$ cat src/pkg/irwd_pkg.sv
`default_nettype none
package irwd_pkg;
    localparam int NUM_SRC = 7;
    // request/enable bit positions
    localparam int SRC_PORTC = 0;
    localparam int SRC_TIM1  = 1;
    localparam int SRC_EXT   = 2;
    localparam int SRC_PRE   = 3;
    localparam int SRC_TIM2  = 4;
    localparam int SRC_KEY   = 5;
    localparam int SRC_RCNV  = 6;
    localparam logic [11:0] VEC_EXT   = 12'h010;
    localparam logic [11:0] VEC_PORTC = 12'h014;
    localparam logic [11:0] VEC_TIM1  = 12'h018;
    localparam logic [11:0] VEC_PRE   = 12'h01C;
    localparam logic [11:0] VEC_TIM2  = 12'h020;
    localparam logic [11:0] VEC_KEY   = 12'h024;
    localparam logic [11:0] VEC_RCNV  = 12'h028;
    localparam logic [11:0] PC_RESET  = 12'h000;
    localparam logic [6:0]  FLAGS_RST = 7'h00;
    localparam logic [7:0]  WD_KICK_OPND = 8'h10;
    localparam int RST_LONG_STAGE0  = 16384;
    localparam int RST_SHORT_STAGE0 = 2048;
    localparam int WD_WIDTH = 9;
    localparam logic [8:0] WD_IVL_8   = 9'h007;
    localparam logic [8:0] WD_IVL_64  = 9'h03F;
    localparam logic [8:0] WD_IVL_512 = 9'h1FF;
    localparam int WD_SEL_8   = 0;
    localparam int WD_SEL_64  = 1;
    localparam int WD_SEL_512 = 2;
endpackage
`default_nettype wire

$ cat src/pkg/irwd_wd_if.sv
`timescale 1ns/100ps
`default_nettype none
interface irwd_wd_if;
    logic       clear;
    logic       freeze;
    logic       tick;
    logic       run;
    logic       overflow;
    modport ctrl (output clear, output freeze, output tick, output run,
                  input overflow);
    modport wdog (input clear, input freeze, input tick, input run,
                  output overflow);
endinterface
`default_nettype wire

$ cat src/rtl/irwd_watchdog.sv
`timescale 1ns/100ps
`default_nettype none
module irwd_watchdog
    import irwd_pkg::*;
#(
    parameter int WD_SEL = WD_SEL_512
) (
    input  wire logic core_clk_i,
    input  wire logic rst_i,
    irwd_wd_if.wdog   wd
);
    logic [WD_WIDTH-1:0] count;
    logic [WD_WIDTH-1:0] limit;

    always_comb begin
        case (WD_SEL)
            WD_SEL_8:  limit = WD_IVL_8;
            WD_SEL_64: limit = WD_IVL_64;
            default:   limit = WD_IVL_512;
        endcase
    end

    always_ff @(posedge core_clk_i) begin
        if (rst_i || wd.clear || !wd.run) begin
            count <= '0;
        end else if (wd.tick && !wd.freeze) begin
            // restart on overflow so each interval is full length
            count <= (count == limit) ? '0 : count + 9'h001;
        end
    end

    always_ff @(posedge core_clk_i) begin
        if (rst_i || wd.clear || !wd.run) begin
            wd.overflow <= 1'b0;
        end else begin
            wd.overflow <= wd.tick && !wd.freeze && (count == limit);
        end
    end

    property p_wd_freeze;
        @(posedge core_clk_i) disable iff (rst_i)
        (wd.freeze && wd.run && !wd.clear) |=> (count == $past(count));
    endproperty
    a_wd_freeze: assert property (p_wd_freeze)
        else $error("watchdog moved while frozen");

    property p_wd_count;
        @(posedge core_clk_i) disable iff (rst_i)
        (wd.run && wd.tick && !wd.freeze && !wd.clear && count != limit)
            |=> (count == $past(count) + 9'h001);
    endproperty
    a_wd_count: assert property (p_wd_count)
        else $error("watchdog count step wrong");
endmodule
`default_nettype wire

$ cat src/rtl/irwd_ctrl.sv
`timescale 1ns/100ps
`default_nettype none
module irwd_ctrl
    import irwd_pkg::*;
#(
    parameter bit          LONG_RESET = 1'b1,
    parameter bit          POR_USED   = 1'b1,
    parameter logic [3:0]  KEY_RST_EN = 4'hF,
    parameter int          WD_SEL     = WD_SEL_512,
    parameter int          RST_LONG   = RST_LONG_STAGE0,
    parameter int          RST_SHORT  = RST_SHORT_STAGE0
) (
    input  wire logic        core_clk_i,
    input  wire logic        rst_i,
    input  wire logic        por_i,
    input  wire logic        reset_pin_i,
    input  wire logic [3:0]  key_in_i,
    input  wire logic        key_scan_mode_i,
    input  wire logic        key_scan_clk_i,
    input  wire logic        stage0_tick_i,
    input  wire logic        stage10_tick_i,
    input  wire logic        machine_cycle_i,
    input  wire logic        instr_boundary_i,
    input  wire logic [11:0] cur_pc_i,
    input  wire logic        cur_is_halt_i,
    input  wire logic        halt_mode_i,
    input  wire logic        stop_mode_i,
    input  wire logic        timer_one_uflow_i,
    input  wire logic        timer_two_uflow_i,
    input  wire logic        prescaler_ovf_i,
    input  wire logic        counter_stop_i,
    input  wire logic        counter_control_pin_mode_i,
    input  wire logic        port_c_match_i,
    input  wire logic        ext_edge_match_i,
    input  wire logic        key_scan_event_i,
    input  wire logic        set_irq_enables_instr_i,
    input  wire logic [6:0]  set_irq_enables_data_i,
    input  wire logic        clear_wake_requests_instr_i,
    input  wire logic [6:0]  clear_wake_requests_data_i,
    input  wire logic        set_flag_instr_i,
    input  wire logic [7:0]  set_flag_opnd_i,
    output logic [6:0]       wake_request_flag_o,
    output logic [6:0]       irq_enable_flag_o,
    output logic             watchdog_enable_flag_o,
    output logic             stack_push_o,
    output logic [11:0]      stack_data_o,
    output logic             pc_load_o,
    output logic [11:0]      pc_value_o,
    output logic             nop_insert_o,
    output logic             rehalt_pending_o,
    output logic             sys_reset_o,
    output logic             wd_reset_o
);
    typedef enum {
        ST_RUN,
        ST_NOP,
        ST_VEC
    } irwd_disp_t;

    localparam int RST_CNT = LONG_RESET ? RST_LONG : RST_SHORT;

    // ======================================================
    // priority and vectors
    function automatic logic [2:0] pick_src(input logic [6:0] p);
        if (p[SRC_PRE])        pick_src = 3'(SRC_PRE);
        else if (p[SRC_TIM1])  pick_src = 3'(SRC_TIM1);
        else if (p[SRC_TIM2])  pick_src = 3'(SRC_TIM2);
        else if (p[SRC_RCNV])  pick_src = 3'(SRC_RCNV);
        else if (p[SRC_PORTC]) pick_src = 3'(SRC_PORTC);
        else if (p[SRC_EXT])   pick_src = 3'(SRC_EXT);
        else                   pick_src = 3'(SRC_KEY);
    endfunction

    function automatic logic [11:0] vec_of(input logic [2:0] s);
        case (s)
            3'(SRC_PORTC): vec_of = VEC_PORTC;
            3'(SRC_TIM1):  vec_of = VEC_TIM1;
            3'(SRC_EXT):   vec_of = VEC_EXT;
            3'(SRC_PRE):   vec_of = VEC_PRE;
            3'(SRC_TIM2):  vec_of = VEC_TIM2;
            3'(SRC_KEY):   vec_of = VEC_KEY;
            default:       vec_of = VEC_RCNV;
        endcase
    endfunction

    // ======================================================
    // reset sequencing
    logic        pin_held;
    logic        in_cycle;
    logic        wd_cause;
    logic [15:0] rst_cnt;
    logic        key_all_zero;
    logic        key_req;
    logic        por_req;
    logic        start_cycle;
    logic        wd_ovf_seen;

    irwd_wd_if wd ();

    assign key_all_zero = (KEY_RST_EN != 4'h0) &&
                          ((key_in_i & KEY_RST_EN) == 4'h0);
    // scan mode waits for scan clock
    assign key_req = key_all_zero && (!key_scan_mode_i || key_scan_clk_i);
    assign por_req = POR_USED && por_i;
    assign wd_ovf_seen = wd.overflow;
    assign start_cycle = por_req || key_req || wd_ovf_seen || pin_held;

    always_ff @(posedge core_clk_i) begin
        if (rst_i) begin
            pin_held <= 1'b0;
        end else begin
            pin_held <= reset_pin_i;
        end
    end

    always_ff @(posedge core_clk_i) begin
        if (rst_i) begin
            in_cycle <= 1'b1;
            rst_cnt  <= '0;
            wd_cause <= 1'b0;
        end else if (reset_pin_i || start_cycle) begin
            in_cycle <= 1'b1;
            rst_cnt  <= '0;
            wd_cause <= wd_ovf_seen && !reset_pin_i && !por_req && !key_req;
        end else if (in_cycle && stage0_tick_i) begin
            if (rst_cnt == 16'(RST_CNT - 1)) begin
                in_cycle <= 1'b0;
            end
            rst_cnt <= rst_cnt + 16'h0001;
        end
    end

    // reset output to ports, timers, clock
    always_ff @(posedge core_clk_i) begin
        if (rst_i) begin
            sys_reset_o <= 1'b1;
            wd_reset_o  <= 1'b0;
        end else begin
            sys_reset_o <= in_cycle || reset_pin_i || start_cycle;
            wd_reset_o  <= (in_cycle && wd_cause) ||
                           (wd_ovf_seen && !reset_pin_i && !por_req &&
                            !key_req);
        end
    end

    // ======================================================
    // watchdog enable
    logic hard_reset;
    assign hard_reset = reset_pin_i || por_req || key_req ||
                        (in_cycle && !wd_cause);

    always_ff @(posedge core_clk_i) begin
        if (rst_i) begin
            watchdog_enable_flag_o <= 1'b0;
        end else if (hard_reset) begin
            watchdog_enable_flag_o <= 1'b0;
        end else if (set_flag_instr_i && set_flag_opnd_i == WD_KICK_OPND) begin
            watchdog_enable_flag_o <= 1'b1;
        end
    end

    assign wd.clear  = set_flag_instr_i && set_flag_opnd_i == WD_KICK_OPND;
    assign wd.freeze = halt_mode_i || stop_mode_i;
    assign wd.tick   = stage10_tick_i;
    assign wd.run    = watchdog_enable_flag_o && !hard_reset;

    irwd_watchdog #(
        .WD_SEL (WD_SEL)
    ) u_wdog (
        .core_clk_i (core_clk_i),
        .rst_i      (rst_i),
        .wd         (wd)
    );

    // ======================================================
    // request flags and dispatch
    logic [6:0] events;
    logic [6:0] pending;
    logic [2:0] sel;
    logic [2:0] sel_q;
    logic       accept;
    irwd_disp_t state;

    always_comb begin
        events = 7'h00;
        events[SRC_TIM1]  = timer_one_uflow_i;
        events[SRC_TIM2]  = timer_two_uflow_i;
        events[SRC_PRE]   = prescaler_ovf_i;
        events[SRC_RCNV]  = counter_stop_i && counter_control_pin_mode_i;
        events[SRC_PORTC] = port_c_match_i;
        events[SRC_EXT]   = ext_edge_match_i;
        events[SRC_KEY]   = key_scan_event_i;
    end

    assign pending = wake_request_flag_o & irq_enable_flag_o;
    assign sel     = pick_src(pending);
    assign accept  = (state == ST_RUN) && (pending != 7'h00) &&
                     machine_cycle_i && instr_boundary_i && !sys_reset_o;

    always_ff @(posedge core_clk_i) begin
        if (rst_i || sys_reset_o) begin
            wake_request_flag_o <= FLAGS_RST;
        end else begin
            // set wins over clear
            // clear only accepted flag
            wake_request_flag_o <= (wake_request_flag_o
                & ~(accept ? (7'h01 << sel) : 7'h00)
                & ~(clear_wake_requests_instr_i ?
                    clear_wake_requests_data_i : 7'h00))
                | events;
        end
    end

    always_ff @(posedge core_clk_i) begin
        if (rst_i || sys_reset_o) begin
            irq_enable_flag_o <= FLAGS_RST;
        end else if (accept) begin
            irq_enable_flag_o <= FLAGS_RST;
        end else if (set_irq_enables_instr_i) begin
            irq_enable_flag_o <= set_irq_enables_data_i;
        end
    end

    always_ff @(posedge core_clk_i) begin
        if (rst_i || sys_reset_o) begin
            state <= ST_RUN;
            sel_q <= 3'h0;
        end else begin
            case (state)
                ST_RUN: begin
                    if (accept) begin
                        state <= ST_NOP;
                        sel_q <= sel;
                    end
                end
                ST_NOP:  state <= machine_cycle_i ? ST_VEC : ST_NOP;
                ST_VEC:  state <= ST_RUN;
                default: state <= ST_RUN;
            endcase
        end
    end

    always_ff @(posedge core_clk_i) begin
        if (rst_i || sys_reset_o) begin
            stack_push_o     <= 1'b0;
            stack_data_o     <= PC_RESET;
            pc_load_o        <= rst_i || sys_reset_o;
            pc_value_o       <= PC_RESET;
            nop_insert_o     <= 1'b0;
            rehalt_pending_o <= 1'b0;
        end else begin
            stack_push_o <= accept;
            pc_load_o    <= (state == ST_NOP) && machine_cycle_i;
            nop_insert_o <= accept || (state == ST_NOP && !machine_cycle_i);
            if (accept) begin
                stack_data_o <= cur_pc_i;
                rehalt_pending_o <= cur_is_halt_i;
            end
            if (state == ST_NOP) begin
                pc_value_o <= vec_of(sel_q);
            end
        end
    end

    // ======================================================
    // checks
    // vector follows push
    property p_vec_after_push;
        @(posedge core_clk_i) disable iff (rst_i || sys_reset_o)
        stack_push_o |-> ##[1:40] pc_load_o;
    endproperty
    a_vec_after_push: assert property (p_vec_after_push)
        else $error("no vector load after push");

    property p_ief_clear;
        @(posedge core_clk_i) disable iff (rst_i)
        (accept && !sys_reset_o) |=> (irq_enable_flag_o == 7'h00);
    endproperty
    a_ief_clear: assert property (p_ief_clear)
        else $error("enables not cleared on accept");

    property p_pre_first;
        @(posedge core_clk_i) disable iff (rst_i || sys_reset_o)
        (accept && pending[SRC_PRE]) |=> ##1 (pc_value_o == VEC_PRE)
            or ##2 (pc_value_o == VEC_PRE);
    endproperty
    a_pre_first: assert property (p_pre_first)
        else $error("prescaler not served first");

    property p_others_kept;
        @(posedge core_clk_i) disable iff (rst_i || sys_reset_o)
        (accept && !clear_wake_requests_instr_i) |=>
            ((wake_request_flag_o | (7'h01 << sel_q)) ==
             ($past(wake_request_flag_o) | $past(events) |
              (7'h01 << sel_q)));
    endproperty
    a_others_kept: assert property (p_others_kept)
        else $error("unrelated request lost");

    // no reset release while pin high
    property p_pin_hold;
        @(posedge core_clk_i) disable iff (rst_i)
        reset_pin_i |=> sys_reset_o;
    endproperty
    a_pin_hold: assert property (p_pin_hold)
        else $error("reset released while pin high");

    property p_wdf_clear;
        @(posedge core_clk_i) disable iff (rst_i)
        (reset_pin_i || por_req) |=> !watchdog_enable_flag_o;
    endproperty
    a_wdf_clear: assert property (p_wdf_clear)
        else $error("watchdog flag survived hard reset");

    property p_wdf_set;
        @(posedge core_clk_i) disable iff (rst_i)
        (wd.clear && !hard_reset) |=> watchdog_enable_flag_o;
    endproperty
    a_wdf_set: assert property (p_wdf_set)
        else $error("watchdog not enabled");

    property p_nop_first;
        @(posedge core_clk_i) disable iff (rst_i || sys_reset_o)
        accept |=> nop_insert_o;
    endproperty
    a_nop_first: assert property (p_nop_first)
        else $error("nop not inserted");
endmodule
`default_nettype wire

$ cat config.mk
export PLATFORM = sky130hd
export DESIGN_NAME = irwd_ctrl
export DESIGN_NICKNAME = d
export VERILOG_FILES = /design/src/pkg/irwd_pkg.sv /design/src/pkg/irwd_wd_if.sv /design/src/rtl/irwd_watchdog.sv /design/src/rtl/irwd_ctrl.sv
export SDC_FILE = /design/constraint.sdc
export NUM_CORES = 1
export LEC_CHECK = 0
export BUFFER_PORTS_ARGS = -buffer_cell sky130_fd_sc_hd__buf_4
export CAP_MARGIN = 20
export CORE_UTILIZATION = 53
export CTS_CLUSTER_SIZE = 24
export DETAILED_ROUTE_END_ITERATION = 16
export GPL_ROUTABILITY_DRIVEN = 0
export PLACE_DENSITY_LB_ADDON = 0.3
export SLEW_MARGIN = 25
export SYNTH_ARGS = -nofsm -noshare
export SYNTH_HDL_FRONTEND = slang
export SYNTH_SLANG_ARGS = --single-unit
$ cat constraint.sdc
create_clock -name core_clk_i -period 4.4 [get_ports core_clk_i]
set_clock_uncertainty 0.05 [all_clocks]
set_input_delay 1.1 -clock core_clk_i [delete_from_list [all_inputs] [get_ports core_clk_i]]
set_output_delay 1.1 -clock core_clk_i [all_outputs]
set_load 0.02 [all_outputs]
==> impl_results.md, run 1 <==
- Worst Path Arrival: 2.70 ns
- CTS Hold Bufs: 0
- Final Cell Area: 3964 um2
- Data required, critical path: 4.56 ns
- Critical-path maximum fanout: 19
- Antenna cells: 0
- Post-route clock period utilization: 57.79%
- Netlist cell types: 46
- Async SR Flop Fraction: 0%
- Leakage power: approximately 1.6 nW
- Rows: 26
- Die height: 77.13 um
- First-pass iteration count of the detailed router: 4
- PwrDens: between 300 and 400 nW/um2
- First-pass GRT wire length: 11790 um
- Routed vias/inst: 5.475
- Power Internal: about 1 mW
- HPWL Detailed: between 5000 and 6000 um
- DIE WIDTH: roughly 77 um
- # fillers: 389
- Nets: roughly 490
- Dpl ws: 1.497 ns
- Wirelength, routed: 7165 um
- Most frequent cells in the layout: buf_4, dfxtp_1, nand2_1, nor2_1, a21oi_1
- Maximum VDD drop: 0.0001895 V
- Initial antenna violation count: 0
- Multi-input gate area: 1474 um2
- Seq/Total Area, Yosys: 47.51%
- Cell count after synthesis: 321
- Commonest non-fill, non-tap cell in the layout: buf_4
- CTS resizes: 0
- Setup-failing EPs final: 0
- CTS sink cnt: 71
- Worst-path clk slew: 0.08 ns
- Final Max Tran Viols: 0
- EDFF count, synth: 0
- Setup crit start kind: input pin
- TritonCTS clock tree: yes
- Final ANT Viol Nets: 0
- # Post-CTS Setup Buffers: 0
- Number of port buffers: 98
- Area Growth Syn to Fin: 32.50%
- Die area: ~5900 um2
- Clock power frac: 45.3%
- Area taken by flip-flops and latches: 1421 um2
- Cell area after synthesis: 2992 um2
- Slowest CP cell: a2111o_1
- CP endpoint kind: flop
- Fin crit period: 2.543 ns
- Post-synth top flop: dfxtp_1
- I/O pin count: 107
- Outcome: complete, no violations
- TritonCTS Buffers: 9
- Residual DRC: 0
- TNS Setup: 0 ns
- Total gr overflow: 0
- CP bufs+invs: 1
- Bufs on Longest Clock Path: 2
- Drt initial violations: ~180
- Total of max-cap violations: 0
- RSZ-0062 raised after global routing: no
- Clock Latency Late Sink: between 0.3 and 0.4 ns
- Vias in the first global route: 2700
- Yosys reg bits: 71
- Flop pwr share: 49.5%
- GRT Util Overall: 25.08%
- Cell Area, Placed: 3737 um2
- Combinational power share: roughly 5.2%
- Hold_ws: 0.4169 ns
- Final Hold Viols: 0
- Max Fclk: 393.3 MHz
- Pin count of the biggest net entering global routing: 24
- Synth warn: 0
- Top delay family on crit path: compound AO/OA/AOI/OAI gates
- Mean Syn Cell Area: 9.320 um2
- Least-Margin Pin Slew: 0.7167 ns
- Switching pwr: 0.2891 mW
- Max transition margin: approximately 52%
- CORE AREA: 5270 um2
- Clock root cell: clkbuf_8
- WL per Instance: between 10 and 15 um
- Via Count: 2710
- Crit-path max cell delay: between 0.6 and 0.7 ns
- Sw frac: 22.27%
- Share of cells above drive strength 1: 28.94%
- Final worst slack: 1.857 ns
- H-tree depth: 3
- Initial Util: 56.77%
- Worst-path cell chain: buf_4, or3_1, a2111o_1, or2_4, a21boi_1
- Type of the worst setup path: in -> reg
- HP Class: reg -> reg
flip-flops by register name, summed over array words and instances (netlist names), 2 cells and up:
signal,flops
irq_enable_flag_o,7
pc_value_o,4
rst_cnt,16
sel_q,3
stack_data_o,12
state,2
u_wdog.count,9
wake_request_flag_o,7
stage by stage:
stage / utilization (%) / total power [mW] / cells
after global routing: 75.21 / 1.343 / 495
after global placement: 70.92 / 0.7232 / 479
after floorplan: - / 0.6843 / 328
final: 75.21 / 1.298 / 495
after detailed placement: 70.92 / 0.7249 / 479
after CTS: 75.21 / 1.304 / 495
worst reg2reg max path, stage by stage (launching register included):
cell	delay [ns]
dfxtp_1	0.36
nand4bb_1	0.22
nor2_1	0.37
and3_1	0.64
a32o_1	0.26
power groups by stage:
stage	clock [mW]	sequential, mW	combinational, mW
after floorplan	0	0.658	0.0262
after global placement	0	0.658	0.0650
after detailed placement	0	0.658	0.0667
after CTS	0.594	0.643	0.0670
after global routing	0.628	0.643	0.0723
final	0.588	0.643	0.0670
cell type report:
type / count / area share [%]
Clock buffer: 9 / 3.125
Multi-Input combinational cell: 236 / 37.18
Sequential cell: 71 / 35.86
Timing Repair Buffer: 99 / 18.75
Clock inverter: 7 / 2.588
Inverter: 3 / 0.2841
Tap cell: 70 / 2.210
final timing paths:
path,from,endpoint,slack [ns],cells after the start
worst max register to register,sys_reset_o$_SDFF_PP1_,sel_q[1]$_SDFFE_PP0P_,2.43,4
worst max-delay path,por_i,in_cycle$_SDFFE_PP1P_,1.86,5
worst min-delay path,watchdog_enable_flag_o$_SDFFE_PP0P_,watchdog_enable_flag_o$_SDFFE_PP0P_,0.42,2
worst min register to register,watchdog_enable_flag_o$_SDFFE_PP0P_,watchdog_enable_flag_o$_SDFFE_PP0P_,0.42,2
synth_stat cells (all sizes together), types with 9 or more instances:
library cell,n,area share [%]
a21oi,20,3.3
a22o,16,4.7
buf,15,3.3
dfxtp,71,48
nand2,29,3.6
nand3,13,2.2
nand4,10,2.1
nor2,21,2.6
nor2b,9,1.9
nor3,13,2.2
o21ai,9,1.5
xor2,13,3.8
kinds of logic (layout without fill, tap and decap cells):
| kind of cell | count (synthesis) | in the layout | share of synthesized area, % |
|---|---|---|---|
| compound gates | 65 | 65 | 14.93 |
| flops | 71 | 71 | 47.51 |
| buf+inv | 21 | 118 | 4.098 |
| simple gates | 135 | 135 | 24.42 |
| fa+ha+maj | 3 | 3 | 1.255 |
| other cells | 1 | 8 | 0.1254 |
| mux | 8 | 8 | 2.677 |
| xor+xnor | 17 | 17 | 4.977 |
per-layer routing:
metal,share of wire [%],vias up,GRT usage (%)
met3,5.9,16,7.381
li1,-,1353,-
met4,1.9,0,13.21
met5,0,-,0
met1,42,1251,28.39
met2,50,90,42.30
No activity file was read; power rests on OpenSTA's default activity.
==> run 2: changes to the inputs <==
- CORE_UTILIZATION: 53 -> 49
- clock period: 4.4 -> 2.55 ns (I/O delays scaled with it)
==> run 2 against run 1 <==
Against the previous run:
- worst hold slack worse by 0.0030 ns
- combinational power grew 75%
- sequential cell count unchanged
- register-to-register slack got worse by 1.9 ns
- non-clock buffer count rose by 6
- cell area rose by 1.2%
- utilization is 7.5 points lower
- setup slack worse by 1.3 ns
- total power up 71%
- via count shrank 0.44%
- global-route usage fell by 3.3 points
- critical endpoint is now stack_data_o[1]$_SDFFE_PP0P_
- largest power group unchanged
==> impl_results.md, run 2 (same netlist as run 1, synthesis figures left out) <==
- Initial antenna violation count: 0
- Area taken by flip-flops and latches: 1421 um2
- Die area: ~6400 um2
- Final Hold Viols: 0
- CTS Hold Bufs: 0
- Rows: 28
- Antenna cells: 0
- Most frequent cells in the layout: buf_4, dfxtp_1, nand2_1, nor2_1, a21oi_1
- Largest registers: rst_cnt x16, stack_data_o x12, u_wdog.count x9
- Die height: about 80 um
- Clock root cell: clkbuf_8
- Worst-path clk slew: 0.08 ns
- TritonCTS Buffers: 9
- Total gr overflow: 0
- HPWL Detailed: approximately 5100 um
- Reg-to-Reg Start: irq_enable_flag_o[6]$_SDFFE_PP0P_
- HP Class: reg -> reg
- Multi-input gate area: 1474 um2
- CTS resizes: 0
- TritonCTS clock tree: yes
- Setup-failing EPs final: 0
- Core Util, Final: 67.75%
- Worst Path Arrival: 2.21 ns
- GRT Util Overall: 21.83%
- First-pass iteration count of the detailed router: 4
- RSZ-0062 raised after global routing: no
- Cell Area, Placed: 3789 um2
- DIE WIDTH: 80.14 um
- Clock Latency Late Sink: 0.34 ns
- Worst setup startpoint: irq_enable_flag_o[6]$_SDFFE_PP0P_
- Final Cell Area: 4011 um2
- Via Count: 2698
- Residual DRC: 0
- Setup crit start kind: flop
- Biggest register: rst_cnt
- Max transition margin: 65.50%
- Share of cells above drive strength 1: 29.70%
- Routed vias/inst: 5.332
- H-tree depth: 3
- Post-route clock period utilization: 77.34%
- Maximum VDD drop: 0.0002808 V
- Number of flip-flops in the largest register: 16
- Data required, critical path: 2.79 ns
- Met2 Use GR: 37.78%
- CP endpoint kind: flop
- Wirelength, routed: 6829 um
- GR Util met1: 25.99%
- # Post-CTS Setup Buffers: 0
- Number of port buffers: 98
- GR Util met3: 4.773%
- CTS sink cnt: 71
- WL per Instance: 13.50 um
- Drt initial violations: roughly 110
- Power Total: 2.216 mW
- First-pass GRT wire length: 10850 um
- Total of max-cap violations: 0
- Vias in the first global route: around 2500
- Least-Margin Pin Slew: 0.5175 ns
- CORE AREA: 5921 um2
- Commonest non-fill, non-tap cell in the layout: buf_4
- Fin crit period: approximately 2.0 ns
- PwrDens: 552.3 nW/um2
- Most Used Layer, Global Route: met2
- # fillers: 506
- Max Fclk: roughly 510 MHz
- Initial Util: about half
- Nets: 491
- Final Max Tran Viols: 0
- Final ANT Viol Nets: 0
- Hold path start: watchdog_enable_flag_o$_SDFFE_PP0P_
- Pin count of the biggest net entering global routing: 19
- Type of the worst setup path: reg -> reg
- Outcome: complete, no violations
- Critical-path maximum fanout: 16
- TNS Setup: 0 ns
- Leakage power: 1.653 nW
- Area Growth Syn to Fin: 34.09%
- Bufs on Longest Clock Path: 2
- I/O pin count: between 100 and 150
==> run 2: through the flow <==
step	cells	worst slack, ns	hold slack (ns)
final	506	0.5779	0.4139
after global routing	506	0.4062	0.4267
after CTS	506	0.5768	0.4138
after detailed placement	490	0.3311	0.4012
after global placement	490	0.4123	0.3990
after floorplan	328	0.4904	0.3860
==> run 2: routing by layer <==
metal  part of all wire [%]  routed length, um
met2                     50               3411
met1                     43               2912
met5                      0                  0
met4                   0.89                 61
met3                    6.5                443
==> run 2: final cells by class <==
| class | count | share of cell area, % |
|---|---|---|
| Sequential cell | 71 | 35.43 |
| Timing Repair Buffer | 105 | 19.65 |
| Inverter | 3 | 0.2807 |
| Clock buffer | 10 | 3.182 |
| Tap cell | 75 | 2.339 |
| Clock inverter | 6 | 2.371 |
| Multi-Input combinational cell | 236 | 36.74 |
==> run 2: where the power goes <==
group          internal, mW  total [mW]  switching, mW  leakage [nW]
combinational        0.0720       0.117         0.0452         0.971
clock                 0.558       0.989          0.431         0.111
sequential             1.11        1.11       0.000737         0.572
==> run 2: path summary, 6_finish.rpt <==
check | endpoint | slack, ns | depth (start not counted)
worst min register to register | watchdog_enable_flag_o$_SDFFE_PP0P_ | 0.41 | 2
worst max-delay path | stack_data_o[1]$_SDFFE_PP0P_ | 0.58 | 5
worst min-delay path | watchdog_enable_flag_o$_SDFFE_PP0P_ | 0.41 | 2
worst max register to register | stack_data_o[1]$_SDFFE_PP0P_ | 0.58 | 5
==> run 2: worst max-delay path, stage by stage, from the launching register on <==
cell     delay [ns]
dfxtp_1        0.34
a22oi_1        0.39
nand4_1        0.18
a21oi_1        0.48
buf_4          0.31
a22o_1         0.17
